[src/sia_pkg.sv]
`default_nettype none
package sia_pkg;
  localparam int CLK_MHZ = 10;
  localparam int IRQ_TIMEOUT_US = 6000;
  localparam int IRQ_MIN_PULSE_US = 10;
  localparam int IRQ_TIMEOUT_CYC = IRQ_TIMEOUT_US * CLK_MHZ;
  localparam int IRQ_MIN_PULSE_CYC = IRQ_MIN_PULSE_US * CLK_MHZ;
  localparam int TMR_W = 16;
  localparam int NSRC = 15;

  // Source bit positions
  localparam int SRC_HEAT_WARN_MAIN = 0;
  localparam int SRC_HEAT_SUPPLY_B = 1;
  localparam int SRC_BUS_XCVR_HEAT = 2;
  localparam int SRC_BUS_A_FAIL = 3;
  localparam int SRC_BUS_B_FAIL = 4;
  localparam int SRC_SUPPLY_B_LOW = 5;
  localparam int SRC_SUPPLY_C_LOW = 6;
  localparam int SRC_SUPPLY_C_OVERCUR = 7;
  localparam int SRC_SPI_CORRUPT = 8;
  localparam int SRC_RESET_EVT = 9;
  localparam int SRC_BAD_GUARD_CFG = 10;
  localparam int SRC_BUS_A_WAKE = 11;
  localparam int SRC_BUS_B_WAKE = 12;
  localparam int SRC_PIN_WAKE = 13;
  localparam int SRC_PERIODIC_WAKE = 14;

  // Bits that follow their live condition once read
  localparam logic [NSRC-1:0] STATE_BITS = 15'h00ff;
  // Which bits each readable interrupt register holds
  localparam logic [NSRC-1:0] REG0_BITS = 15'h7800;
  localparam logic [NSRC-1:0] REG1_BITS = 15'h001f;
  localparam logic [NSRC-1:0] REG2_BITS = 15'h07e0;
  localparam logic [2:0] IRQ_REG0 = 3'h0;
  localparam logic [2:0] IRQ_REG1 = 3'h1;
  localparam logic [2:0] IRQ_REG2 = 3'h2;
  localparam logic [NSRC-1:0] FLAGS_RST = 15'h0000;
  localparam logic CFG_GROUP_RST = 1'h0;

  typedef enum logic [1:0] {
    SIA_IDLE = 2'b00,
    SIA_LOW = 2'b01,
    SIA_GAP = 2'b10
  } sia_irq_state_t;
endpackage
`default_nettype wire

[src/sia_interval_timer.sv]
`default_nettype none
module sia_interval_timer
  import sia_pkg::*;
(
  input wire logic ref_clk_in, // Oscillator clock
  input wire logic sys_rst_in, // Async reset, high
  input wire logic load_in, // Restart the count
  input wire logic [TMR_W-1:0] load_val_in, // Cycles to run
  output logic [TMR_W-1:0] remain_out, // Cycles left
  output logic expired_out // Count at zero
);
  typedef struct packed {
    logic [TMR_W-1:0] cnt;
    logic expired;
  } sia_tmr_t;

  sia_tmr_t st;
  sia_tmr_t next_st;

  always_comb begin
    next_st = st;
    if (load_in) begin
      next_st.cnt = load_val_in;
    end else if (st.cnt != '0) begin
      next_st.cnt = st.cnt - 1'b1;
    end
    next_st.expired = (next_st.cnt == '0);
  end

  always_ff @(posedge ref_clk_in or posedge sys_rst_in) begin
    if (sys_rst_in) begin
      st <= '{cnt: '0, expired: 1'b1};
    end else begin
      st <= next_st;
    end
  end

  assign remain_out = st.cnt;
  assign expired_out = st.expired;
endmodule
`default_nettype wire

[src/sia_irq_aggregator.sv]
// Contract
// - Unmasked source event pulls interrupt pin low
// - Every source has its own mask bit
// - Masked sources still set readable status bits
// - Undervoltage raises on appearing and disappearing
// - State bits latch until read, then follow
// - Failure and wake bits: event, cleared by read
// - Pin released by register 000 read or timeout
// - Wakes shown in register 000, cleared reading
// - Non-wake sources set summary bit in 000
// - Read-only clears event bits; state bits stay set only while live
// - Summary clears only when 001, 010 empty
// - During startup pin sampled as configuration strap
// - Temperature sources trigger on rising edge
// - Overcurrent rising, ignored while regulator inhibited
// - Regulator switch-on command raises undervoltage event
// - No undervoltage interrupt when regulator switched off
// - Chip failures rising events; reset only development
// - Timers run from internal oscillator, ten percent
// - Low phase ends after interrupt timeout
// - Low pulse lasts at least ten microseconds
// - Gap of one timeout between pulses; stored
// - Several pending sources give one pulse
`default_nettype none
module sia_irq_aggregator
  import sia_pkg::*;
#(
  parameter int TIMEOUT_CYC = IRQ_TIMEOUT_CYC
) (
  input wire logic ref_clk_in, // Internal oscillator clock
  input wire logic sys_rst_in, // Async reset, high
  input wire logic reset_out_n_in, // Chip reset output level, low = startup
  input wire logic sw_dev_mode_in, // Software development mode
  input wire logic heat_warn_main_in, // Main supply heat pre-warning
  input wire logic heat_supply_b_in, // Second regulator overtemperature
  input wire logic bus_xcvr_heat_in, // Bus transceiver overtemperature
  input wire logic bus_a_fail_in, // Bus A failure
  input wire logic bus_b_fail_in, // Bus B failure
  input wire logic supply_b_low_in, // Second regulator undervoltage
  input wire logic supply_c_low_in, // Third regulator undervoltage
  input wire logic supply_b_on_in, // Second regulator switched on
  input wire logic supply_c_on_in, // Third regulator switched on
  input wire logic supply_c_overcur_in, // Third regulator overcurrent
  input wire logic supply_c_inhibit_in, // Third regulator inhibited
  input wire logic spi_corrupt_in, // Corrupted frame seen
  input wire logic reset_event_in, // Reset event
  input wire logic bad_guard_cfg_in, // Bad watchdog setting
  input wire logic bus_a_wake_in, // Wake on bus A
  input wire logic bus_b_wake_in, // Wake on bus B
  input wire logic pin_wake_in, // Wake on wake pin
  input wire logic periodic_wake_in, // Periodic wake
  input wire logic [NSRC-1:0] mask_in, // Source enables, 1 = may drive pin
  input wire logic frame_done_in, // Pulse: chip select released
  input wire logic frame_read_only_in, // Finished frame was read-only
  input wire logic [2:0] frame_addr_in, // Register of finished frame
  input wire logic irq_pin_in, // Interrupt pin level
  output logic irq_pin_out, // Pin drive value, always low
  output logic irq_pin_oe_out, // Pin pulled low while high
  output logic cfg_group_out, // Strap: 0 = group 1/3, 1 = group 2/4
  output logic [NSRC-1:0] flags_out, // Source status bits
  output logic summary_flag_out // Summary bit of register 000
);
  localparam logic [TMR_W-1:0] TMO = TMR_W'(TIMEOUT_CYC);
  localparam logic [TMR_W-1:0] MIN_LEFT = TMR_W'(TIMEOUT_CYC - IRQ_MIN_PULSE_CYC);

  typedef struct packed {
    sia_irq_state_t state;
    logic [NSRC-1:0] flags;
    logic [NSRC-1:0] prev;
    logic prev_b_on;
    logic prev_c_on;
    logic pending;
    logic read_seen;
    logic cfg_group;
    logic summary;
    logic oe;
  } sia_agg_t;

  sia_agg_t st;
  sia_agg_t next_st;
  logic tmr_load;
  logic [TMR_W-1:0] tmr_remain;
  logic tmr_expired;
  logic [NSRC-1:0] live;
  logic [NSRC-1:0] set;
  logic [NSRC-1:0] clr;
  logic read0;
  logic new_irq;

  // Timer on the internal oscillator; its tolerance shifts both periods alike
  sia_interval_timer u_tmr (
    .ref_clk_in(ref_clk_in),
    .sys_rst_in(sys_rst_in),
    .load_in(tmr_load),
    .load_val_in(TMO),
    .remain_out(tmr_remain),
    .expired_out(tmr_expired)
  );

  always_comb begin
    live = '0;
    live[SRC_HEAT_WARN_MAIN] = heat_warn_main_in;
    live[SRC_HEAT_SUPPLY_B] = heat_supply_b_in;
    live[SRC_BUS_XCVR_HEAT] = bus_xcvr_heat_in;
    live[SRC_BUS_A_FAIL] = bus_a_fail_in;
    live[SRC_BUS_B_FAIL] = bus_b_fail_in;
    live[SRC_SUPPLY_B_LOW] = supply_b_low_in & supply_b_on_in;
    live[SRC_SUPPLY_C_LOW] = supply_c_low_in & supply_c_on_in;
    live[SRC_SUPPLY_C_OVERCUR] = supply_c_overcur_in & ~supply_c_inhibit_in;
    live[SRC_SPI_CORRUPT] = spi_corrupt_in;
    live[SRC_RESET_EVT] = reset_event_in & sw_dev_mode_in;
    live[SRC_BAD_GUARD_CFG] = bad_guard_cfg_in;
    live[SRC_BUS_A_WAKE] = bus_a_wake_in;
    live[SRC_BUS_B_WAKE] = bus_b_wake_in;
    live[SRC_PIN_WAKE] = pin_wake_in;
    live[SRC_PERIODIC_WAKE] = periodic_wake_in;

    // Every source is rising-edge sensitive
    set = live & ~st.prev;
    // Recovery only counts while the regulator stays on
    set[SRC_SUPPLY_B_LOW] = set[SRC_SUPPLY_B_LOW] |
      (st.prev[SRC_SUPPLY_B_LOW] & ~supply_b_low_in & supply_b_on_in & st.prev_b_on) |
      (supply_b_on_in & ~st.prev_b_on);
    set[SRC_SUPPLY_C_LOW] = set[SRC_SUPPLY_C_LOW] |
      (st.prev[SRC_SUPPLY_C_LOW] & ~supply_c_low_in & supply_c_on_in & st.prev_c_on) |
      (supply_c_on_in & ~st.prev_c_on);

    // Clearing only at frame end, so bits read mid-frame stay coherent
    read0 = frame_done_in & frame_read_only_in & (frame_addr_in == IRQ_REG0);
    clr = '0;
    if (frame_done_in & frame_read_only_in) begin
      case (frame_addr_in)
        IRQ_REG0: clr = REG0_BITS;
        IRQ_REG1: clr = REG1_BITS;
        IRQ_REG2: clr = REG2_BITS;
        default: clr = '0;
      endcase
    end

    // Masks gate only the pin, never the status bits
    new_irq = |(set & mask_in);

    next_st = st;
    next_st.prev = live;
    next_st.prev_b_on = supply_b_on_in;
    next_st.prev_c_on = supply_c_on_in;
    // Set wins over clear; state bits fall back to live level after a read
    next_st.flags = (st.flags & ~clr) | (clr & STATE_BITS & live) | set;
    next_st.summary = |(next_st.flags & ~REG0_BITS);
    tmr_load = 1'b0;

    if (!reset_out_n_in) begin
      // Pin is an input while the chip is in startup
      next_st.cfg_group = irq_pin_in;
      next_st.state = SIA_IDLE;
      next_st.oe = 1'b0;
      next_st.pending = 1'b0;
      next_st.read_seen = 1'b0;
    end else begin
      case (st.state)
        SIA_IDLE: begin
          if (st.pending | new_irq) begin
            next_st.state = SIA_LOW;
            next_st.oe = 1'b1;
            next_st.pending = 1'b0;
            next_st.read_seen = 1'b0;
            tmr_load = 1'b1;
          end
        end
        SIA_LOW: begin
          // Further events fold into this pulse
          next_st.read_seen = st.read_seen | read0;
          if (tmr_expired || ((st.read_seen | read0) && tmr_remain <= MIN_LEFT)) begin
            next_st.state = SIA_GAP;
            next_st.oe = 1'b0;
            tmr_load = 1'b1;
          end
        end
        SIA_GAP: begin
          next_st.pending = st.pending | new_irq;
          if (tmr_expired) begin
            next_st.state = SIA_IDLE;
          end
        end
        default: begin
          next_st.state = SIA_IDLE;
          next_st.oe = 1'b0;
        end
      endcase
    end
  end

  always_ff @(posedge ref_clk_in or posedge sys_rst_in) begin
    if (sys_rst_in) begin
      st <= '{state: SIA_IDLE, flags: FLAGS_RST, prev: '0, prev_b_on: 1'b0, prev_c_on: 1'b0,
              pending: 1'b0, read_seen: 1'b0, cfg_group: CFG_GROUP_RST, summary: 1'b0, oe: 1'b0};
    end else begin
      st <= next_st;
    end
  end

  assign irq_pin_out = 1'b0;
  assign irq_pin_oe_out = st.oe;
  assign cfg_group_out = st.cfg_group;
  assign flags_out = st.flags;
  assign summary_flag_out = st.summary;
endmodule
`default_nettype wire

[config.mk]
export PLATFORM = sky130hd
export DESIGN_NAME = sia_irq_aggregator
export DESIGN_NICKNAME = d
export VERILOG_FILES = /design/src/sia_pkg.sv /design/src/sia_interval_timer.sv /design/src/sia_irq_aggregator.sv
export SDC_FILE = /design/constraint.sdc
export NUM_CORES = 1
export LEC_CHECK = 0
export BUFFER_PORTS_ARGS = -buffer_cell sky130_fd_sc_hd__buf_2
export CAP_MARGIN = 20
export CORE_MARGIN = 2
export CORE_UTILIZATION = 49
export DETAILED_ROUTE_END_ITERATION = 16
export GPL_TIMING_DRIVEN = 1
export PLACE_DENSITY = 0.75
export SETUP_SLACK_MARGIN = 0.05
export SLEW_MARGIN = 20
export SYNTH_ARGS = -nofsm -noshare
export SYNTH_HDL_FRONTEND = slang
export SYNTH_HIERARCHICAL = 1
export SYNTH_SLANG_ARGS = --single-unit
[constraint.sdc]
create_clock -name ref_clk_in -period 2.45 [get_ports ref_clk_in]
set_input_delay 0.245 -clock ref_clk_in [delete_from_list [all_inputs] [get_ports ref_clk_in]]
set_output_delay 0.245 -clock ref_clk_in [all_outputs]
set_load 0.02 [all_outputs]
## After elaboration in Yosys (flattened, before gate mapping)

Cells that the tools add are included.

- Logic and storage cells: 90
- Input bits: 43
- Output and inout bits: 19
- Register bits: 56

- Add/sub/neg operators: 1
- Bitwise logic cells: 33
- Reductions and logical operators: 12
- Eq/ne operators: 10
- Order comparisons: 1
- Multiplexer cells: 21

Operator list:

| cell | count |
|---|---|
| 15-bit AND | 3 |
| 15-bit one-hot mux with 3 select lines | 1 |
| 16-bit 2-to-1 mux | 2 |
| 15-bit NOT | 2 |
| 15-bit bitwise OR | 2 |
| 16-bit <= comparator, second input constant | 1 |
| 16-bit logical NOT | 1 |
| 16-bit nonzero test | 1 |
| 16-bit by 1-bit subtractor with 16-bit output, second input constant | 1 |
| 8-bit by 15-bit AND with 15-bit output | 1 |
| 15-bit 2-to-1 mux | 1 |
| 15-bit OR reduction | 1 |
| 1-bit AND | 14 |
| 2-bit 2-to-1 mux | 6 |
| 11-bit OR reduction | 1 |
| 1-bit 2-to-1 mux | 6 |
| 3-bit by 1-bit != test with 1-bit output, second input constant | 2 |
| 3-bit != test, second input constant | 2 |
| 1-bit bitwise OR | 6 |
| 1-bit one-hot mux with 2 select lines | 3 |
| 2-bit one-hot mux with 3 select lines | 1 |
| 3-bit AND reduction | 2 |
| 1-bit NOT | 5 |
| 2-bit AND reduction | 2 |
| 11 further kinds | 11 |

## Depth between registers and ports, before layout

Gate-level depths: netlist (run 1).

- Depth in word-level cells: 14
- Gate-level depth with buffers: 12
- Depth with buffers taken out: 11

## Cells and area by module

Netlist (run 1), hierarchy kept.

By module, submodules not included:

| module | times used | sequential area each (µm²) | cells an instance | area each (µm²) |
|---|---|---|---|---|
| sia_irq_aggregator | 1 | 975.9 | 164 | 1810.5 |
| sia_interval_timer | 1 | 426.7 | 133 | 1201.2 |

## Least setup slack after synthesis (run 1)

Ideal clock, no wire load.

- Path kind: input to register
- Start: input port reset_event_in
- End: register u_tmr.st (netlist bit u_tmr/expired_out)
- Data required time: 2.360 ns
- Setup time: 0.090 ns
- Path buffers: 2
- Stages on the path: 10
- Setup slack: -0.252 ns
- Data arrival time: 2.612 ns
- Cells stage by stage: and2_1 > nor2b_1 > a2111oi_0 > nand4_1 > o21a_1 > buf_6 > clkbuf_1 > o31a_2 > or4_1 > nor4_2

RTL lines:

| what | line | text |
|---|---|---|
| start: declaration | sia_irq_aggregator.sv:46 | `input wire logic reset_event_in,` |
| end signal: assignment | sia_interval_timer.sv:32 | `st <= '{cnt: '0, expired: 1'b1};` |
| end signal: assignment | sia_interval_timer.sv:34 | `st <= next_st;` |
| end: declaration | sia_interval_timer.sv:17 | `sia_tmr_t st;` |

==> results of run 1 <==
-- Yosys cell counts (all sizes together), types with 3 or more instances --
cell	instances	area [um2]
a211o	3	27.53
o311ai	3	26.28
a31oi	5	31.28
buf	20	157.7
nand4	7	43.79
o21ai	21	108.9
nand3	3	15.01
and4	3	26.28
or3	4	26.28
nor2	18	67.56
o31a	4	37.54
xnor2	4	35.03
and3b	3	26.28
nor4	7	50.05
a22o	9	83.83
nor2b	5	31.28
nand2b	4	25.02
clkbuf	3	25.02
and2	3	18.77
nand3b	8	60.06
nor3	5	30.03
o211ai	3	22.52
a21oi	5	25.02
nand2	21	78.83
and3	5	31.28
or4	6	50.05
inv	17	63.81
or2	4	27.53
dfrtp	55	1376
-- flip-flops by register name (all words and copies together), names as in the netlist --
name	count
cfg_group_out	1
u_tmr/remain_out	16
flags_out	15
summary_flag_out	1
irq_pin_oe_out	1
u_tmr/expired_out	1
st	21
-- report_power, final --
group	total, mW	switching (mW)	internal [mW]	leakage (nW)
logic	1.09	0.557	0.531	1.18
registers	1.13	0.0824	1.05	0.624
clock network	0.613	0.304	0.309	0.0558
total	2.83	0.943	1.89	1.86
-- per-layer routing --
metal	GRT usage [%]	vias up	part of all wire, %
li1	-	1351	-
met4	7.500	0	1.8
met5	0	-	0
met1	33.75	1327	45
met2	41.94	104	48
met3	3.152	19	5.6
-- final cells by class --
cell class	count	area, um2	area share (%)
Clock buffer	6	72.57	1.771
Multi-Input combinational cell	218	1519	37.07
Sequential cell	56	1403	34.23
Clock inverter	2	38.79	0.9466
Tap cell	75	93.84	2.290
Inverter	17	63.81	1.557
Timing Repair Buffer	137	907.1	22.14
-- critical path: cells and delay by family (launching register included) --
family          cells  cell delay [ns]
fa+ha+maj           1             0.19
buf+inv             3             0.40
flops               1             0.39
compound gates      3             0.76
simple gates        3             0.90
-- final timing paths --
path                                      from  slack (ns)  cells after the start             endpoint
max in group asynchronous           sys_rst_in        1.95                      2  u_tmr/remain_out[3]
setup / recovery           u_tmr/remain_out[0]       -0.28                     10    u_tmr/expired_out
hold reg to reg                         st[21]        0.44                      1        flags_out[14]
hold / removal                      sys_rst_in        0.05                      2  u_tmr/remain_out[2]
min in group ref_clk_in         spi_corrupt_in        0.06                      1               st[15]
setup reg to reg           u_tmr/remain_out[0]       -0.28                     10    u_tmr/expired_out
-- kinds of logic after synthesis --
group                    count (synthesis)
AND/OR/NAND/NOR                        117
AO/OA/AOI/OAI                           74
flip-flops                              56
buffers and inverters                   41
XOR/XNOR                                 4
adder cells (fa/ha/maj)                  2
other                                    2
multiplexers                             1
-- through the flow --
| step | util (%) | power [mW] | hold slack (ns) | cells |
|---|---|---|---|---|
| floorplan | - | 1.656 | 0.1703 | 315 |
| global placement | 65.51 | 2.132 | 0.3672 | 501 |
| detailed placement | 65.51 | 2.148 | 0.3707 | 501 |
| CTS | 67.86 | 2.778 | 0.05097 | 510 |
| global route | 69.21 | 2.990 | 0.04466 | 511 |
| finish | 69.21 | 2.829 | 0.05221 | 511 |
-- what timing repair did --
action | 4_1_cts | 5_1_grt
gates resized for setup | 6 | 15
pin swaps | 5 | 2
endpoints found under the setup margin | 3 | 3
setup buffers | 1 | 1
==> flow_metrics.tcl, run 1 <==
set metrics [dict create \
    fin_ws_ns -0.2812 \
    hold_class "in -> async" \
    critical_path_class "reg -> reg" \
    dp_slack_ns -0.4586 \
    cp_slowest_cell "a2111oi_2" \
    clkLatencyLatePin_ns 0.31 \
    syn2layout_area_growth_pct 36.06 \
    clk_pin_slew_worst_paths_ns 0.10 \
    port_buffers 60 \
    finalMaxSlewViolations 0 \
    antenna_found_initial 0 \
    track_usage_pct 24.97 \
    slew-limit-headroom_pct 53.01 \
    die_h_um 82.40 \
    diodes 0 \
    die_w_um 82.40 \
    yosysUniqueCellTypes 74 \
    first_global_vias 2737 \
    fmax_mhz 366.1 \
    synth_xor_area_share_pct 1.163 \
    worstSetupStartpointType "register" \
    yosys.area_share.adder_pct 0.8309 \
    post_drt_wl_per_cell_um 15.67 \
    synth_top_family_by_area "simple AND/OR/NAND/NOR gates" \
    finalCritPeriodShare_pct 111.5 \
    nFillCells 455 \
    finClkSkew_ns 0.007845 \
    cts_buffers 5 \
    die_area_um2 6789 \
    drc 0 \
    synth_warnings 6 \
    ys_seq_area_share_pct 46.57 \
    drt_wl_total_mm 8.007 \
    syn-cell-area_um2 3012 \
    clkSinkCount 56 \
    synth-seq-cells 56 \
    nNetsFinal 480 \
    clk_path_buf_depth 2 \
    critPathArrivalTime_ns 2.96 \
    vias 2801 \
    avgSynthCellArea_um2 10.14 \
    cts_hold_buffers 0 \
    max-cap-violations 0 \
    cts_root_buf "clkbuf_8" \
    viasPerCell 5.481 \
    h-tree-depth 2 \
    cts_tree "yes" \
    max-vdd-ir-drop_mv 0.3930 \
    tightest_slew_ns 0.7040 \
    status "complete, but fails checks" \
    ioPinCount 62 \
    crit_path_end_kind "register" \
    synth-compound-area-share_pct 18.16 \
    drtIter0Drc 169 \
    p_leak_nw 1.858 \
    critPathMostFrequentCell "buf_4" \
    slowest_delay_ns 0.40 \
    tns_ns -0.2812 \
    synth_flop_cell "dfrtp_1" \
    most-common-layout-cells "buf_4, buf_2, dfrtp_1" \
    async_flop_share_pct 100.0 \
    coreArea_um2 5921 \
    place_area_um2 3879 \
    crit_chain "buf_4 -> inv_1 -> ha_1 -> or3b_1 -> buf_4 -> nor2_1 -> a311oi_4 -> a2111oi_2 -> o2111ai_1 -> nor4_2" \
    setup_viol 1 \
    muxShareOfSynthArea_pct 0.3739 \
    detail_route.first_pass.iterations 4 \
    grt-ovfl-total 0 \
    powerDensity_nw_per_um2 690.5 \
    post-route-min-period_ns 2.731 \
    layout_commonest_cell "buf_4" \
    rsz0062_at_grt "yes" \
    cp_max_fo 6 \
    syn_inst 297 \
    post_route_cells_drive_above_1_share_pct 41.51 \
    start_util_pct 50.87 \
    synth_edf_count 0 \
    grt_pass1_wl_mm 12.89 \
    antenna_left 0 \
    final_cell_area_um2 4098 \
    cp.required_ns 2.67 \
    gp_congestion 0.9803 \
    violations "negative setup slack" \
    synth-simple-area-share_pct 24.18 \
    rows 28 \
    final_hold_viol_count 0 \
    dp_hpwl_mm 6.116 \
    grt_max_degree 40 \
]
Note: power is estimated with default switching activity, not from simulation.
==> run 2, diff against run 1 <==
CORE_UTILIZATION = 55   (was 49)
PLACE_DENSITY = 0.8   (was 0.75)
clock period = 2.8 ns   (was 2.45 ns; I/O delays follow)
==> run 2 against run 1 <==
  * The flow now finishes without violations
  * Hold slack gained 0.015 ns
  * Via count shrank 3.7%
  * Register-to-register slack gained 0.28 ns
  * Critical path depth is the same
  * Sequential power shrank 12%
  * Cell count shrank 9.4%
  * Flip-flop and latch count is the same
  * Combinational power shrank 25%
  * Critical path type unchanged
  * Largest cell class unchanged
  * Largest power group unchanged
  * Highest routed layer unchanged
==> flow_metrics.tcl, run 2 (same netlist as run 1, synthesis figures left out) <==
set metrics [dict create \
    rsz0062_at_grt "yes" \
    detail_route.first_pass.iterations 5 \
    post_route_cells_drive_above_1_share_pct 35.20 \
    powerDensity_nw_per_um2 611.2 \
    post-route-min-period_ns 2.798 \
    regMostFlops "st" \
    cts_root_buf "clkbuf_8" \
    grt_pass1_wl_mm 12.23 \
    dp_hpwl_mm 5.640 \
    die_area_um2 6084 \
    max-vdd-ir-drop_mv 0.3224 \
    critical_path_class "reg -> reg" \
    cts_hold_buffers 0 \
    slowest_delay_ns 0.58 \
    viasPerCell 5.827 \
    antenna_left 0 \
    drtIter0Drc 247 \
    cp.required_ns 3.03 \
    post_drt_wl_per_cell_um 16.26 \
    first_global_vias 2534 \
    gp_congestion 0.9299 \
    cp_max_fo 8 \
    finClkSkew_ns 0.008780 \
    track_usage_pct 25.64 \
    fmax_mhz 357.4 \
    clk_pin_slew_worst_paths_ns 0.10 \
    port_buffers 60 \
    clk_path_buf_depth 2 \
    most-common-layout-cells "buf_2, dfrtp_1, buf_4" \
    slew-limit-headroom_pct 48.38 \
    hold_class "in -> async" \
    cp_slowest_cell "or4_4" \
    vias 2698 \
    final_hold_viol_count 0 \
    h-tree-depth 2 \
    clkSinkCount 56 \
    crit_path_end_kind "register" \
    nNetsFinal 436 \
    cts_tree "yes" \
    cts_buffers 5 \
    dp_cells 445 \
    grt-ovfl-total 0 \
    finalMaxSlewViolations 0 \
    setup_viol 0 \
    start_util_pct 57.86 \
    coreArea_um2 5205 \
    worstSetupStartpointType "register" \
    finalCritPeriodShare_pct 99.93 \
    grt_max_degree 21 \
    clkLatencyLatePin_ns 0.31 \
    die_h_um 78 \
    antenna_found_initial 0 \
    die_w_um 78 \
    rows 26 \
    tightest_slew_ns 0.7735 \
    timing.hold.ws_ns 0.06682 \
    p_leak_nw 1.641 \
    status "finished clean" \
    layout_commonest_cell "buf_2" \
    finalPower_mw 2.272 \
    drc 0 \
    drt_wl_total_mm 7.527 \
    largest_reg_flops 21 \
    critPathArrivalTime_ns 3.02 \
    critPathMostFrequentCell "buf_6" \
    tns_ns 0 \
    max-cap-violations 0 \
    crit_family "simple AND/OR/NAND/NOR gates" \
    syn2layout_area_growth_pct 23.43 \
    fin_cells 463 \
    crit_chain "and4b_1 -> a22o_1 -> a21oi_2 -> o21a_1 -> buf_6 -> buf_6 -> buf_4 -> o311ai_1 -> or4_4 -> nor4_4" \
    crit_buf_inv 3 \
    ioPinCount 62 \
]
run 2: cell count changes in the layout (fill, tap and decap cells not counted), sizes merged:
cell and change:
bufinv -1, diode +1, clkinvlp +1, clkbuf -1, clkinv +1, buf -44
run 2: where the power goes:
| part | total [mW] | internal, mW | switching, mW | leakage [nW] |
|---|---|---|---|---|
| clock | 0.450 | 0.178 | 0.271 | 0.0445 |
| sequential | 1.00 | 0.915 | 0.0876 | 0.624 |
| combinational | 0.820 | 0.359 | 0.461 | 0.973 |
run 2: final timing paths:
| kind | start | endpoint | slack [ns] | cells past startpoint |
|---|---|---|---|---|
| setup / recovery | u_tmr/expired_out | u_tmr/expired_out | 0.002 | 10 |
| setup reg to reg | u_tmr/expired_out | u_tmr/expired_out | 0.002 | 10 |
| max in group asynchronous | sys_rst_in | st[21] | 1.94 | 3 |
| hold / removal | sys_rst_in | u_tmr/remain_out[2] | 0.07 | 2 |
| min in group ref_clk_in | spi_corrupt_in | st[15] | 0.09 | 1 |
| hold reg to reg | st[21] | flags_out[14] | 0.46 | 1 |
run 2: metal layers:
layer,part of all wire [%],GRT usage [%]
met4,1.3,6.667
met1,46,37.62
met3,6.2,4.651
met5,0,0
met2,47,39.40
run 2: metrics by stage:
stage	util (%)	instance area (um2)	worst slack, ns
finish	71.42	3717	0.001851
global route	71.37	3715	-0.1312
CTS	70.38	3664	0.04252
detailed placement	66.39	3456	-0.1400
global placement	66.39	3456	-0.01554
floorplan	-	3079	0.06303
run 2: layout make-up:
cell class / instances / area, um2
multi-input cells: 218 / 1496
well taps: 70 / 87.58
inverters: 17 / 71.32
clock buffers: 5 / 68.82
fillers: 405 / 1488
diodes: 1 / 2.502
flip-flops and latches: 56 / 1403
repair buffers: 93 / 566.8
clock inverters: 3 / 21.27
run 2: repair_timing:
| item | 4_1_cts | 5_1_grt |
|---|---|---|
| buffers inserted | 7 | 2 |
| pin swaps | 11 | 10 |
| resized for setup | 21 | 8 |
| setup endpoints to repair | 1 | 1 |
